===== src/hw/swp_pkg.sv =====
package swp_pkg;
	// Port addresses
	localparam logic [15:0] REG_SHADOW_CTL = 16'h6072;
	localparam logic [15:0] REG_HIGH_BND = 16'hc072;
	localparam logic [15:0] REG_SPLIT = 16'h5872;
	localparam logic [15:0] REG_TIMING = 16'h4072;
	// Shadow control field positions
	localparam int ONBOARD_MEM_DISABLE_LSB = 14;
	localparam int HIGH_REGION_PROTECT_EN_BIT = 13;
	localparam int WP_BIT = 12;
	localparam int PARITY_INVERT_BIT = 11;
	localparam int PAR_OFF_BIT = 10;
	localparam int SHD_LSB = 8;
	localparam int XMEM_BIT = 7;
	localparam int VB_LSB = 4;
	localparam int ROM_LSB = 2;
	localparam int MOU_LSB = 0;
	// Split register field positions
	localparam int SPLIT_SZ_LSB = 8;
	localparam int SPLIT_BASE_LSB = 2;
	// Reset values and writable masks
	localparam logic [15:0] CTL_RESET = 16'h0004;
	localparam logic [15:0] CTL_MASK = 16'hffbf;
	localparam logic [7:0] BND_RESET = 8'h00;
	localparam logic [15:0] SPLIT_RESET = 16'h0000;
	localparam logic [15:0] SPLIT_MASK = 16'hfffc;
	localparam logic [15:0] TIMING_RESET = 16'h0000;
	localparam logic [15:0] TIMING_MASK = 16'h7f7f;
	// Address map corners
	localparam logic [24:0] HOLE_START = 25'h00a0000;
	localparam logic [24:0] ONE_MEG = 25'h0100000;
	localparam logic [24:0] LIM_512K = 25'h0080000;
	localparam logic [24:0] LIM_256K = 25'h0040000;
	localparam logic [24:0] LIM_128K = 25'h0020000;
	localparam logic [24:0] SPLIT_256K = 25'h0040000;
	localparam logic [24:0] SPLIT_320K = 25'h0050000;
	localparam logic [24:0] SPLIT_384K = 25'h0060000;
	localparam logic [7:0] SEG_C = 8'h0c;
	localparam logic [7:0] SEG_E = 8'h0e;
	localparam logic [7:0] SEG_F = 8'h0f;
	localparam logic [7:0] SEG_TOP = 8'hff;
	localparam logic [6:0] TOP_128K = 7'h7f;
	// Chip-select codes
	localparam logic [4:0] CS_BOOT_ROM = 5'h00;
	localparam logic [4:0] CS_IDLE = 5'h1f;
	// Timing
	localparam int CLK_KHZ = 10000;
	localparam int BOOST_TIME_MS = 1000;
	localparam int BOOST_CYCLES = BOOST_TIME_MS * CLK_KHZ;
	localparam logic [7:0] CAL_WINDOW = 8'hff;
	typedef enum logic [1:0] {
		SHD_NONE = 2'b00,
		SHD_SYS64 = 2'b01,
		SHD_SYS128 = 2'b10,
		SHD_SYS_VID = 2'b11
	} swp_shadow_e;
	typedef enum logic [1:0] {
		ROM_128K = 2'b00,
		ROM_64K = 2'b01,
		ROM_SHARED = 2'b10,
		ROM_RSVD = 2'b11
	} swp_rom_e;
endpackage


===== src/hw/swp_sync.sv =====
module swp_sync
	import swp_pkg::*;
#(
	parameter int W = 7
) (
	// Clock and reset
	input wire logic clk,
	input wire logic nrst,
	// Raw and synchronised levels
	input wire logic [W-1:0] din,
	output logic [W-1:0] dout
);
	typedef struct packed {
		logic [W-1:0] s1;
		logic [W-1:0] s2;
	} swp_sync_s;
	swp_sync_s st;
	swp_sync_s next_st;

	always_comb begin
		next_st.s1 = din;
		next_st.s2 = st.s1;
	end

	always_ff @(posedge clk) begin
		if (!nrst) begin
			st <= '0;
		end else begin
			st <= next_st;
		end
	end

	assign dout = st.s2;
endmodule


===== src/hw/swp_map.sv =====
// How it works
// - Disable field drops on-board DRAM from 512/256/128 KB up to 640 KB.
// - High protect enable blocks writes at or above 8-bit boundary on zero-extended A23-A17.
// - BIOS protect bit refuses writes to shadowed BIOS; clear by reset.
// - Parity invert bit makes DRAM writes carry inverted parity.
// - Parity off bit disables checking, else legacy port setting rules.
// - Top 64 KB of the 16 MB space is never shadowed, always ROM.
// - Shadow field picks none, 64 KB, 128 KB or 64 KB plus video.
// - Shadow code 11 shows video shadow at C0000H instead of E0000H.
// - Video size 16/32/48/64 KB sets video shadow and ROM decode length.
// - Code 11 with extra-memory bit makes E8000H-EFFFFH plain DRAM.
// - ROM type 00 selects ROM at 0E0000H-0FFFFFH and FE0000H-FFFFFFH.
// - ROM type 01, the reset default, selects only the top 64 KB blocks.
// - ROM type 10 adds the sized video region at C0000H; 11 reserved.
// - Boot ROM select shows as zero on the five chip-select outputs.
// - Mouse activity with auto speed raises speed one second; line select.
// - Once E segment remaps to C0000H, E accesses outside extra memory go to bus, no ROM.
// - DMA strobe timing uses a delay line calibrated on the 14 MHz ref.
// - DMA row strobe starts from the active bus memory command.
// - Timing register writes take effect at once; run it from ROM.
// - Split remaps the 0A0000H hole to a 512 KB aligned destination.
module swp_map
	import swp_pkg::*;
#(
	parameter int unsigned BOOST_LEN = BOOST_CYCLES
) (
	// Clock and reset
	input wire logic CORE_CLK,
	input wire logic NRST,
	// Register port
	input wire logic IO_WR,
	input wire logic IO_RD,
	input wire logic [15:0] IO_ADDR,
	input wire logic [15:0] IO_WDATA,
	output logic [15:0] IO_RDATA,
	// Host memory cycle
	input wire logic MEM_REQ,
	input wire logic MEM_WRITE,
	input wire logic [23:0] MEM_ADDR,
	output logic [4:0] CHIP_SEL,
	output logic DRAM_SEL,
	output logic DRAM_WR_EN,
	output logic BUS_SEL,
	output logic CYC_DONE,
	output logic [23:0] DRAM_ADDR,
	// Parity
	input wire logic PORT61_PARITY_EN,
	output logic PARITY_INVERT,
	output logic PARITY_CHECK_EN,
	// Mouse speed boost
	input wire logic AUTO_SPEED_SWITCH,
	input wire logic [2:0] MOUSE_IRQ,
	output logic SPEED_BOOST,
	// DMA strobe timing
	input wire logic DMA_ACTIVE,
	input wire logic BUS_MEMR_N,
	input wire logic BUS_MEMW_N,
	input wire logic REFERENCE_CLOCK_14M,
	output logic RAS_START,
	output logic [7:0] DELAY_TAP,
	output logic [15:0] DRAM_TIMING
);
	typedef struct packed {
		logic [15:0] ctl;
		logic [7:0] bnd;
		logic [15:0] split;
		logic [15:0] timing;
		logic [15:0] rdata;
		logic [4:0] cs;
		logic dram;
		logic dram_we;
		logic bus;
		logic done;
		logic [23:0] daddr;
		logic par_inv;
		logic par_chk;
		logic [23:0] boost;
		logic boost_on;
		logic mouse_prev;
		logic cmd_prev;
		logic ras;
		logic ref_prev;
		logic [7:0] cal_cnt;
		logic [7:0] cal_win;
		logic [7:0] tap;
	} swp_state_s;

	typedef struct packed {
		logic rom;
		logic dram;
		logic wprot;
		logic [23:0] daddr;
	} swp_dec_s;

	swp_state_s st;
	swp_state_s next_st;
	logic [6:0] sync_out;
	logic [2:0] irq_s;
	logic memr_n_s;
	logic memw_n_s;
	logic dma_s;
	logic ref_s;
	swp_dec_s dec;

	swp_sync #(
		.W(7)
	) u_sync (
		.clk(CORE_CLK),
		.nrst(NRST),
		.din({MOUSE_IRQ, BUS_MEMR_N, BUS_MEMW_N, DMA_ACTIVE,
			REFERENCE_CLOCK_14M}),
		.dout(sync_out)
	);
	assign irq_s = sync_out[6:4];
	assign memr_n_s = sync_out[3];
	assign memw_n_s = sync_out[2];
	assign dma_s = sync_out[1];
	assign ref_s = sync_out[0];

	function automatic swp_dec_s decode(input logic [23:0] a,
		input logic [15:0] ctl, input logic [7:0] bnd,
		input logic [15:0] split);
		swp_dec_s d;
		swp_shadow_e shadow_layout;
		swp_rom_e rom;
		logic [7:0] seg;
		logic [24:0] ax;
		logic [24:0] lim;
		logic [24:0] base;
		logic [24:0] off;
		logic [24:0] ssize;
		logic vid, sh, xm, ebus, rraw, hole, ldis, insp;
		shadow_layout = swp_shadow_e'(ctl[SHD_LSB +: 2]);
		rom = swp_rom_e'(ctl[ROM_LSB +: 2]);
		seg = a[23:16];
		ax = {1'b0, a};
		vid = (seg == SEG_C) && (a[15:14] <= ctl[VB_LSB +: 2]);
		sh = ((shadow_layout != SHD_NONE) && (seg == SEG_F)) ||
			((shadow_layout == SHD_SYS128) && (seg == SEG_E)) ||
			((shadow_layout == SHD_SYS_VID) && vid);
		// Extra memory in upper E segment
		xm = (shadow_layout == SHD_SYS_VID) && ctl[XMEM_BIT] && (seg == SEG_E) &&
			a[15];
		// E segment forced to expansion bus
		ebus = (seg == SEG_E) && ((shadow_layout == SHD_SYS_VID) ||
			((shadow_layout == SHD_NONE) && (rom == ROM_SHARED)));
		case (rom)
			ROM_128K: rraw = (a[23:17] == TOP_128K) || (seg == SEG_E) ||
				(seg == SEG_F);
			ROM_SHARED: rraw = (seg == SEG_TOP) || (seg == SEG_F) || vid;
			default: rraw = (seg == SEG_TOP) || (seg == SEG_F);
		endcase
		d.rom = rraw && !sh && !ebus;
		// On-board memory disable below 640 KB
		case (ctl[ONBOARD_MEM_DISABLE_LSB +: 2])
			2'b01: lim = LIM_512K;
			2'b10: lim = LIM_256K;
			2'b11: lim = LIM_128K;
			default: lim = HOLE_START;
		endcase
		ldis = (ax >= lim) && (ax < HOLE_START);
		hole = (ax >= HOLE_START) && (ax < ONE_MEG);
		// Split hole remapped to its destination
		case (split[SPLIT_SZ_LSB +: 2])
			2'b01: ssize = SPLIT_256K;
			2'b10: ssize = SPLIT_320K;
			2'b11: ssize = SPLIT_384K;
			default: ssize = '0;
		endcase
		base = {split[7:SPLIT_BASE_LSB], 19'h00000};
		off = ax - base;
		insp = (ssize != '0) && (ax >= base) && (off < ssize);
		d.dram = sh || xm || insp || (!hole && !d.rom && !ldis);
		d.daddr = insp ? 24'(HOLE_START + off) : a;
		d.wprot = (ctl[WP_BIT] && sh) ||
			(ctl[HIGH_REGION_PROTECT_EN_BIT] && ({1'b0, a[23:17]} >= bnd));
		return d;
	endfunction

	assign dec = decode(MEM_ADDR, st.ctl, st.bnd, st.split);

	always_comb begin
		logic msel;
		logic cmd;
		msel = 1'b0;
		cmd = 1'b0;
		next_st = st;
		// Register writes
		if (IO_WR) begin
			case (IO_ADDR)
				REG_SHADOW_CTL: next_st.ctl = IO_WDATA & CTL_MASK;
				REG_HIGH_BND: next_st.bnd = IO_WDATA[7:0];
				REG_SPLIT: next_st.split = IO_WDATA & SPLIT_MASK;
				REG_TIMING: next_st.timing = IO_WDATA & TIMING_MASK;
				default: next_st.timing = st.timing;
			endcase
		end
		// Register reads
		if (IO_RD) begin
			case (IO_ADDR)
				REG_SHADOW_CTL: next_st.rdata = st.ctl;
				REG_HIGH_BND: next_st.rdata = {8'h00, st.bnd};
				REG_SPLIT: next_st.rdata = st.split;
				REG_TIMING: next_st.rdata = st.timing;
				default: next_st.rdata = 16'h0000;
			endcase
		end
		next_st.cs = (MEM_REQ && dec.rom) ? CS_BOOT_ROM : CS_IDLE;
		next_st.dram = MEM_REQ && dec.dram;
		next_st.bus = MEM_REQ && !dec.dram && !dec.rom;
		next_st.dram_we = MEM_REQ && MEM_WRITE && dec.dram && !dec.wprot;
		next_st.done = MEM_REQ;
		next_st.daddr = MEM_REQ ? dec.daddr : st.daddr;
		next_st.par_inv = st.ctl[PARITY_INVERT_BIT];
		next_st.par_chk = PORT61_PARITY_EN && !st.ctl[PAR_OFF_BIT];
		// Mouse line select and one second boost
		case (st.ctl[MOU_LSB +: 2])
			2'b01: msel = irq_s[0];
			2'b10: msel = irq_s[1];
			2'b11: msel = irq_s[2];
			default: msel = 1'b0;
		endcase
		next_st.mouse_prev = msel;
		if (msel && !st.mouse_prev && AUTO_SPEED_SWITCH) begin
			next_st.boost = 24'(BOOST_LEN);
		end else if (st.boost != '0) begin
			next_st.boost = st.boost - 24'h000001;
		end
		next_st.boost_on = next_st.boost != '0;
		// Row strobe from bus memory command
		cmd = dma_s && (!memr_n_s || !memw_n_s);
		next_st.cmd_prev = cmd;
		next_st.ras = cmd && !st.cmd_prev;
		// Delay line calibration on reference edges
		next_st.ref_prev = ref_s;
		if (st.cal_win == '0) begin
			next_st.cal_win = CAL_WINDOW;
			next_st.tap = st.cal_cnt;
			next_st.cal_cnt = '0;
		end else begin
			next_st.cal_win = st.cal_win - 8'h01;
			if (ref_s && !st.ref_prev && st.cal_cnt != 8'hff) begin
				next_st.cal_cnt = st.cal_cnt + 8'h01;
			end
		end
	end

	always_ff @(posedge CORE_CLK) begin
		if (!NRST) begin
			st <= '0;
			st.ctl <= CTL_RESET;
			st.bnd <= BND_RESET;
			st.split <= SPLIT_RESET;
			st.timing <= TIMING_RESET;
			st.cs <= CS_IDLE;
			st.cal_win <= CAL_WINDOW;
		end else begin
			st <= next_st;
		end
	end

	assign IO_RDATA = st.rdata;
	assign CHIP_SEL = st.cs;
	assign DRAM_SEL = st.dram;
	assign DRAM_WR_EN = st.dram_we;
	assign BUS_SEL = st.bus;
	assign CYC_DONE = st.done;
	assign DRAM_ADDR = st.daddr;
	assign PARITY_INVERT = st.par_inv;
	assign PARITY_CHECK_EN = st.par_chk;
	assign SPEED_BOOST = st.boost_on;
	assign RAS_START = st.ras;
	assign DELAY_TAP = st.tap;
	assign DRAM_TIMING = st.timing;
endmodule


===== config.mk =====
export PLATFORM = sky130hd
export DESIGN_NAME = swp_map
export DESIGN_NICKNAME = d
export VERILOG_FILES = /design/src/hw/swp_pkg.sv /design/src/hw/swp_sync.sv /design/src/hw/swp_map.sv
export SDC_FILE = /design/constraint.sdc
export NUM_CORES = 1
export LEC_CHECK = 0
export ABC_AREA = 1
export BUFFER_PORTS_ARGS = -buffer_cell sky130_fd_sc_hd__buf_2
export CAP_MARGIN = 20
export CORE_AREA = 2 2 120 169
export CTS_CLUSTER_DIAMETER = 150
export DETAILED_ROUTE_END_ITERATION = 10
export DIE_AREA = 0 0 122 171
export GPL_ROUTABILITY_DRIVEN = 0
export PLACE_DENSITY = 0.68
export SETUP_SLACK_MARGIN = 0.4
export SLEW_MARGIN = 10
export SYNTH_ARGS = -nofsm -noshare
export SYNTH_HDL_FRONTEND = slang
export SYNTH_HIERARCHICAL = 1
export SYNTH_SLANG_ARGS = --single-unit

===== constraint.sdc =====
create_clock -name CORE_CLK -period 2.1 [get_ports CORE_CLK]
set_clock_uncertainty 0.15 [all_clocks]
set_input_delay 0 -clock CORE_CLK [delete_from_list [all_inputs] [get_ports CORE_CLK]]
set_output_delay 0 -clock CORE_CLK [all_outputs]
set_load 0.1 [all_outputs]

---- After elaboration in Yosys (flattened, before gate mapping) ----
Cells that the tools add are included.
word-level totals
  input port bits ......................... 71
  output and inout port bits .............. 77
  flip-flop bits (word level) ............. 169
operators by class
  equality and inequality tests ........... 22
  magnitude comparators ................... 8
  bitwise operators ....................... 1
  $add $sub $neg .......................... 5
  reductions and logical operators ........ 70
  multiplexer cells ....................... 9
operators with widths
  operator                count
  $mux 24                 3
  $pmux 16 s4             1
  $pmux 20 s3             1
  $pmux 19 s3             1
  $ge 24x25->1            2
  $eq 16x15->1 const B    3
  $reduce_bool 24->1      2
  $logic_and 1x1->1       33
  $lt 25x19->1            1
  $reduce_bool 25->1      1
  $sub 24x25->25          1
  $add 20x24->24 const A  1
  $eq 8x4->1 const B      3
  $ge 24x20->1 const B    1
  $lt 24x20->1 const B    1
  $lt 24x21->1 const B    1
  $sub 24x1->24 const B   1
  $eq 2x2->1 const B      9
  $eq 16x16->1 const B    1
  $logic_not 1->1         13
  $logic_or 1x1->1        12
  $add 8x1->8 const B     1
  $eq 8x8->1 const B      1
  $ge 7x8->1              1
  other kinds (14)        20

---- Depth between registers and ports, before layout ----
  depth in word-level cells ............... 14
  mapped depth ............................ 14
  mapped depth without buffers ............ 14

---- By module ----
The synthesis kept the hierarchy.
modules (own cells, without submodules)
  module    seq. area each (um2)  area each (um2)  times used  cells an instance
  swp_map   3022.9                8159.1           1           1181
  swp_sync  280.3                 396.6            1           43

---- Least setup slack after synthesis ----
Ideal clock, no wire load.
  kind .................................... register -> register
  start ................................... register st[122] (netlist bit)
  end ..................................... register st, in the netlist DRAM_ADDR[17]
  buffers on the path ..................... 0
  data required time ...................... 1.841 ns
  period minus slack after synthesis ...... 2.161 ns
  cell stages (with the launch flop) ...... 12
  data arrival time ....................... 1.903 ns
  slack ................................... -0.061 ns
  library setup time ...................... 0.109 ns
  path through ............................ dfxtp_1 -> ha_1 -> fa_1 -> nand3b_1 -> nor3_1 -> o21ai_1 -> nor2_2 -> nand3_2 -> xor2_1 -> nand2_1 -> nand2_1 -> inv_1
on the way
  word-level cells in the longest chain between the ends .. 4
  elaborated cells on any way between the ends .. 6
  those cells by class .................... add/sub: 1; order compare: 2; mux: 1; reduce/logical: 2
ends and longest elaborated chain
  element                                            line                            source
  start: declaration                                 swp_map.sv:95                   swp_state_s st;
  start signal: assignment                           swp_map.sv:258                  st <= next_st;
  $sub 24x25->25 or $ge 24x25->1 (tied branches)     swp_map.sv:171, swp_map.sv:172
  $lt 25x19->1 or $logic_and 1x1->1 (tied branches)  swp_map.sv:172                  insp = (ssize != '0) && (ax >= base) && (off < ssize);
  $logic_and 1x1->1 *                                swp_map.sv:172
  $mux 24 *                                          swp_map.sv:174                  d.daddr = insp ? 24'(HOLE_START + off) : a;
Mark *: on every way between the ends. The rest lies on a longest branch, timed or not.
A chain may end at the register's enable or synchronous reset.

---- Final worst setup path ----
Same ends and word-level chain as after synthesis.

==> results.yml <==
route:
  first_pass_iters: 8
  drtIter0Drc: 508
  vias: 8748
  routedWlPerCell_um: 15.3
  final_antenna_net_count: 0
  drcViolationCount: 0
  post_drt_via_cell_ratio: 5.14
  wl_um: 26100
timing:
  hold_viol: 0
  rsz0062_at_grt: "yes"
  final.min_clock_period_ns: 2.21
  worst_pin_slew_ns: 0.674
  final_max_slew_viol_count: 0
  finalSetupViolCount: 8
  worst_slack_ns: -0.111
  fmax_mhz: 452
  finalCritPeriodShare: 1.05
  max-slew-margin-rel: 0.551
synthesis:
  avgSynthCellArea_um2: 6.99
  ys_seq_area_frac: 0.386
  netlist_instances: 1224
  synth_edf_count: 0
  ys_types: 45
  yosysWarnings: 6
  synth_flop_cell: "dfxtp_1"
  ys_seq_elements: 165
  syn-cell-area_um2: 8560
  async_flop_share: 0
clocking:
  clkTransAtPathRegs_ns: 0.07
  clock_latency_ns: 0.44
  htreeDepth: 4
  clock_path_buffers: 2
  cts_root_buf: "clkbuf_16"
  clock_sinks: 165
  cts_made_buffers: 17
  cts_tree: "done"
global_route:
  grt_max_degree: 42
  grt_remaining_overflow: 0
  grt_util_all_layers: 0.249
  grt_pass1_vias: 8483
  grt_pass1_wl_um: 40600
  grt_antenna_before_repair: 0
run_status:
  violations: "setup timing"
  outcome: "finished with violations"
floorplan:
  core_um2: 19500
  start_util: 0.440
  ios: 148
  rows: 61
  fp.dieW_um: 122
  die-area_um2: 20900
  chipHeight_um: 171
hold_path:
  whs_path_depth: 6
  min_path_type: "input port to flip-flop"
  hold_start: "MEM_ADDR[17]"
  holdPathEnd: "DRAM_WR_EN"
placement:
  port_buffers: 145
  dp_cells: 1563
  dp_hpwl_um: 18200
  post_dp_cell_area_um2: 9300
  preCtsSetupSlack_ns: -0.126
run:
  cap_viol_max_count: 0
final_layout:
  multi_input_area_um2: 4540
  drive_gt1_frac: 0.270
  n_fill_cell: 1777
  fin_util: 0.585
  syn_to_final_growth_pct: 33.1
  stdcell_count: 1702
  final_nets: 1538
  fin_area_um2: 11400
  n_antenna_cell: 0
  mostFrequentLayoutCell: "nand2_1"
  regArea_um2: 3320
  final_cell_mix: "nand2_1 (286), dfxtp_1 (152), buf_2 (145)"
critical_path:
  rr_worst_depth: 11
  cp-end-kind: "flip-flop"
  reg2reg_from: "st[122]"
  critical_path_class: "flip-flop to flip-flop"
  startpoint_type: "flip-flop"
  rrSetupSlack_ns: -0.11
  crit_required_ns: 2.28
  reg2reg_to: "DRAM_ADDR[17]"
  startpoint: "st[122]"
  cp_max_fo: 6
  cp.arrival_ns: 2.39
power_and_ir_drop:
  p_leak_nw: 5.14
  total_power_w: 0.0124
  power_per_cell_area_nw_per_um2: 1090
  peakVddDrop_mv: 0.665
## synthesized netlist by cell type (2+ instances only)
master,n,share of area
o21a_1,2,0.0018
buf_4,70,0.061
nor4_1,6,0.0044
o21ai_1,13,0.0076
ha_1,29,0.042
nor3_2,2,0.0023
xnor2_1,7,0.0072
nand2_1,304,0.13
buf_6,5,0.0066
nand3b_1,8,0.0070
nor2_1,144,0.063
o211ai_1,9,0.0079
nand3_1,69,0.040
o22ai_1,3,0.0022
nor2_4,5,0.0066
nand3_2,2,0.0023
clkbuf_1,19,0.0083
nand2_2,5,0.0037
xor2_1,8,0.0082
nor2_2,6,0.0044
nor3_1,22,0.013
a21oi_1,95,0.056
buf_2,8,0.0047
clkinv_2,2,0.0012
dfxtp_1,165,0.39
inv_2,13,0.0057
o21ai_0,55,0.032
inv_1,107,0.047
nand4_1,25,0.018
## critical path, stage by stage, from the launching register on
cell and delay (ns):
dfxtp_2 0.34, ha_4 0.16, fa_2 0.52, nand3b_1 0.08
nor3_2 0.11, o21ai_1 0.10, nor2_2 0.18, nand3_4 0.13
xor2_1 0.17, nand2_1 0.07, nand2_1 0.06, inv_1 0.03
## cell type report
type | instances | share of cell area
Clock inverter | 15 | 0.0186
Inverter | 123 | 0.0416
Clock buffer | 17 | 0.0373
Tap cell | 252 | 0.0277
Sequential cell | 165 | 0.292
Multi-Input combinational cell | 836 | 0.398
Timing Repair Buffer | 294 | 0.185
## how the worst max path moves through the flow
| stage | to | cells after the start |
|---|---|---|
| 3_5_place_dp | DRAM_ADDR[23] | 10 |
| 4_1_cts | DRAM_ADDR[23] | 10 |
| 6_report | DRAM_ADDR[17] | 11 |
| 2_1_floorplan | DRAM_ADDR[17] | 11 |
| 3_3_place_gp | DRAM_ADDR[17] | 11 |
| 5_1_grt | DRAM_ADDR[17] | 11 |
## kinds of logic after synthesis
family / count (synthesis) / share of synthesized area
AND/OR/NAND/NOR: 604 / 0.305
buffers and inverters: 226 / 0.136
AO/OA/AOI/OAI: 183 / 0.112
flip-flops: 165 / 0.386
adder cells (fa/ha/maj): 30 / 0.0448
XOR/XNOR: 15 / 0.0154
other: 1 / 0.000438
## stage by stage
step / hold slack [ns] / TNS, ns
after floorplan: -0.0565 / -0.0398
after global placement: 0.0304 / -0.284
after detailed placement: 0.0322 / -0.596
after CTS: 0.00229 / -0.678
after global routing: 0.0557 / -1.64
final: 0.00969 / -0.656
## metal layers
| layer | track usage | part of all wire |
|---|---|---|
| met5 | 0 | 0 |
| met4 | 0.169 | 0.066 |
| met1 | 0.255 | 0.37 |
| met3 | 0.0480 | 0.047 |
| met2 | 0.450 | 0.52 |
## registers in the layout, indices dropped and copies added, names as in the netlist
register / cells
st: 79
DRAM_ADDR: 24
IO_RDATA: 16
DRAM_TIMING: 14
DELAY_TAP: 8
u_sync/dout: 7
u_sync/next_st: 7
BUS_SEL: 1
CHIP_SEL: 1
CYC_DONE: 1
DRAM_SEL: 1
DRAM_WR_EN: 1
PARITY_CHECK_EN: 1
PARITY_INVERT: 1
RAS_START: 1
SPEED_BOOST: 1
next_st: 1
## report_power, final
group          total [W]  switching [W]  internal [W]
combinational    0.00533        0.00333       0.00201
clock            0.00343        0.00140       0.00202
sequential       0.00360       0.000212       0.00339
## timing repair
action                                  in CTS  in global routing
cloned                                       3                  0
pin swaps                                   15                 40
buffers inserted                            16                  7
hold endpoints to repair                   134                  0
gates resized for setup                     45                 96
hold buffers                                81                  0
endpoints found under the setup margin      32                 58
Power figures use the tool's default switching activity.
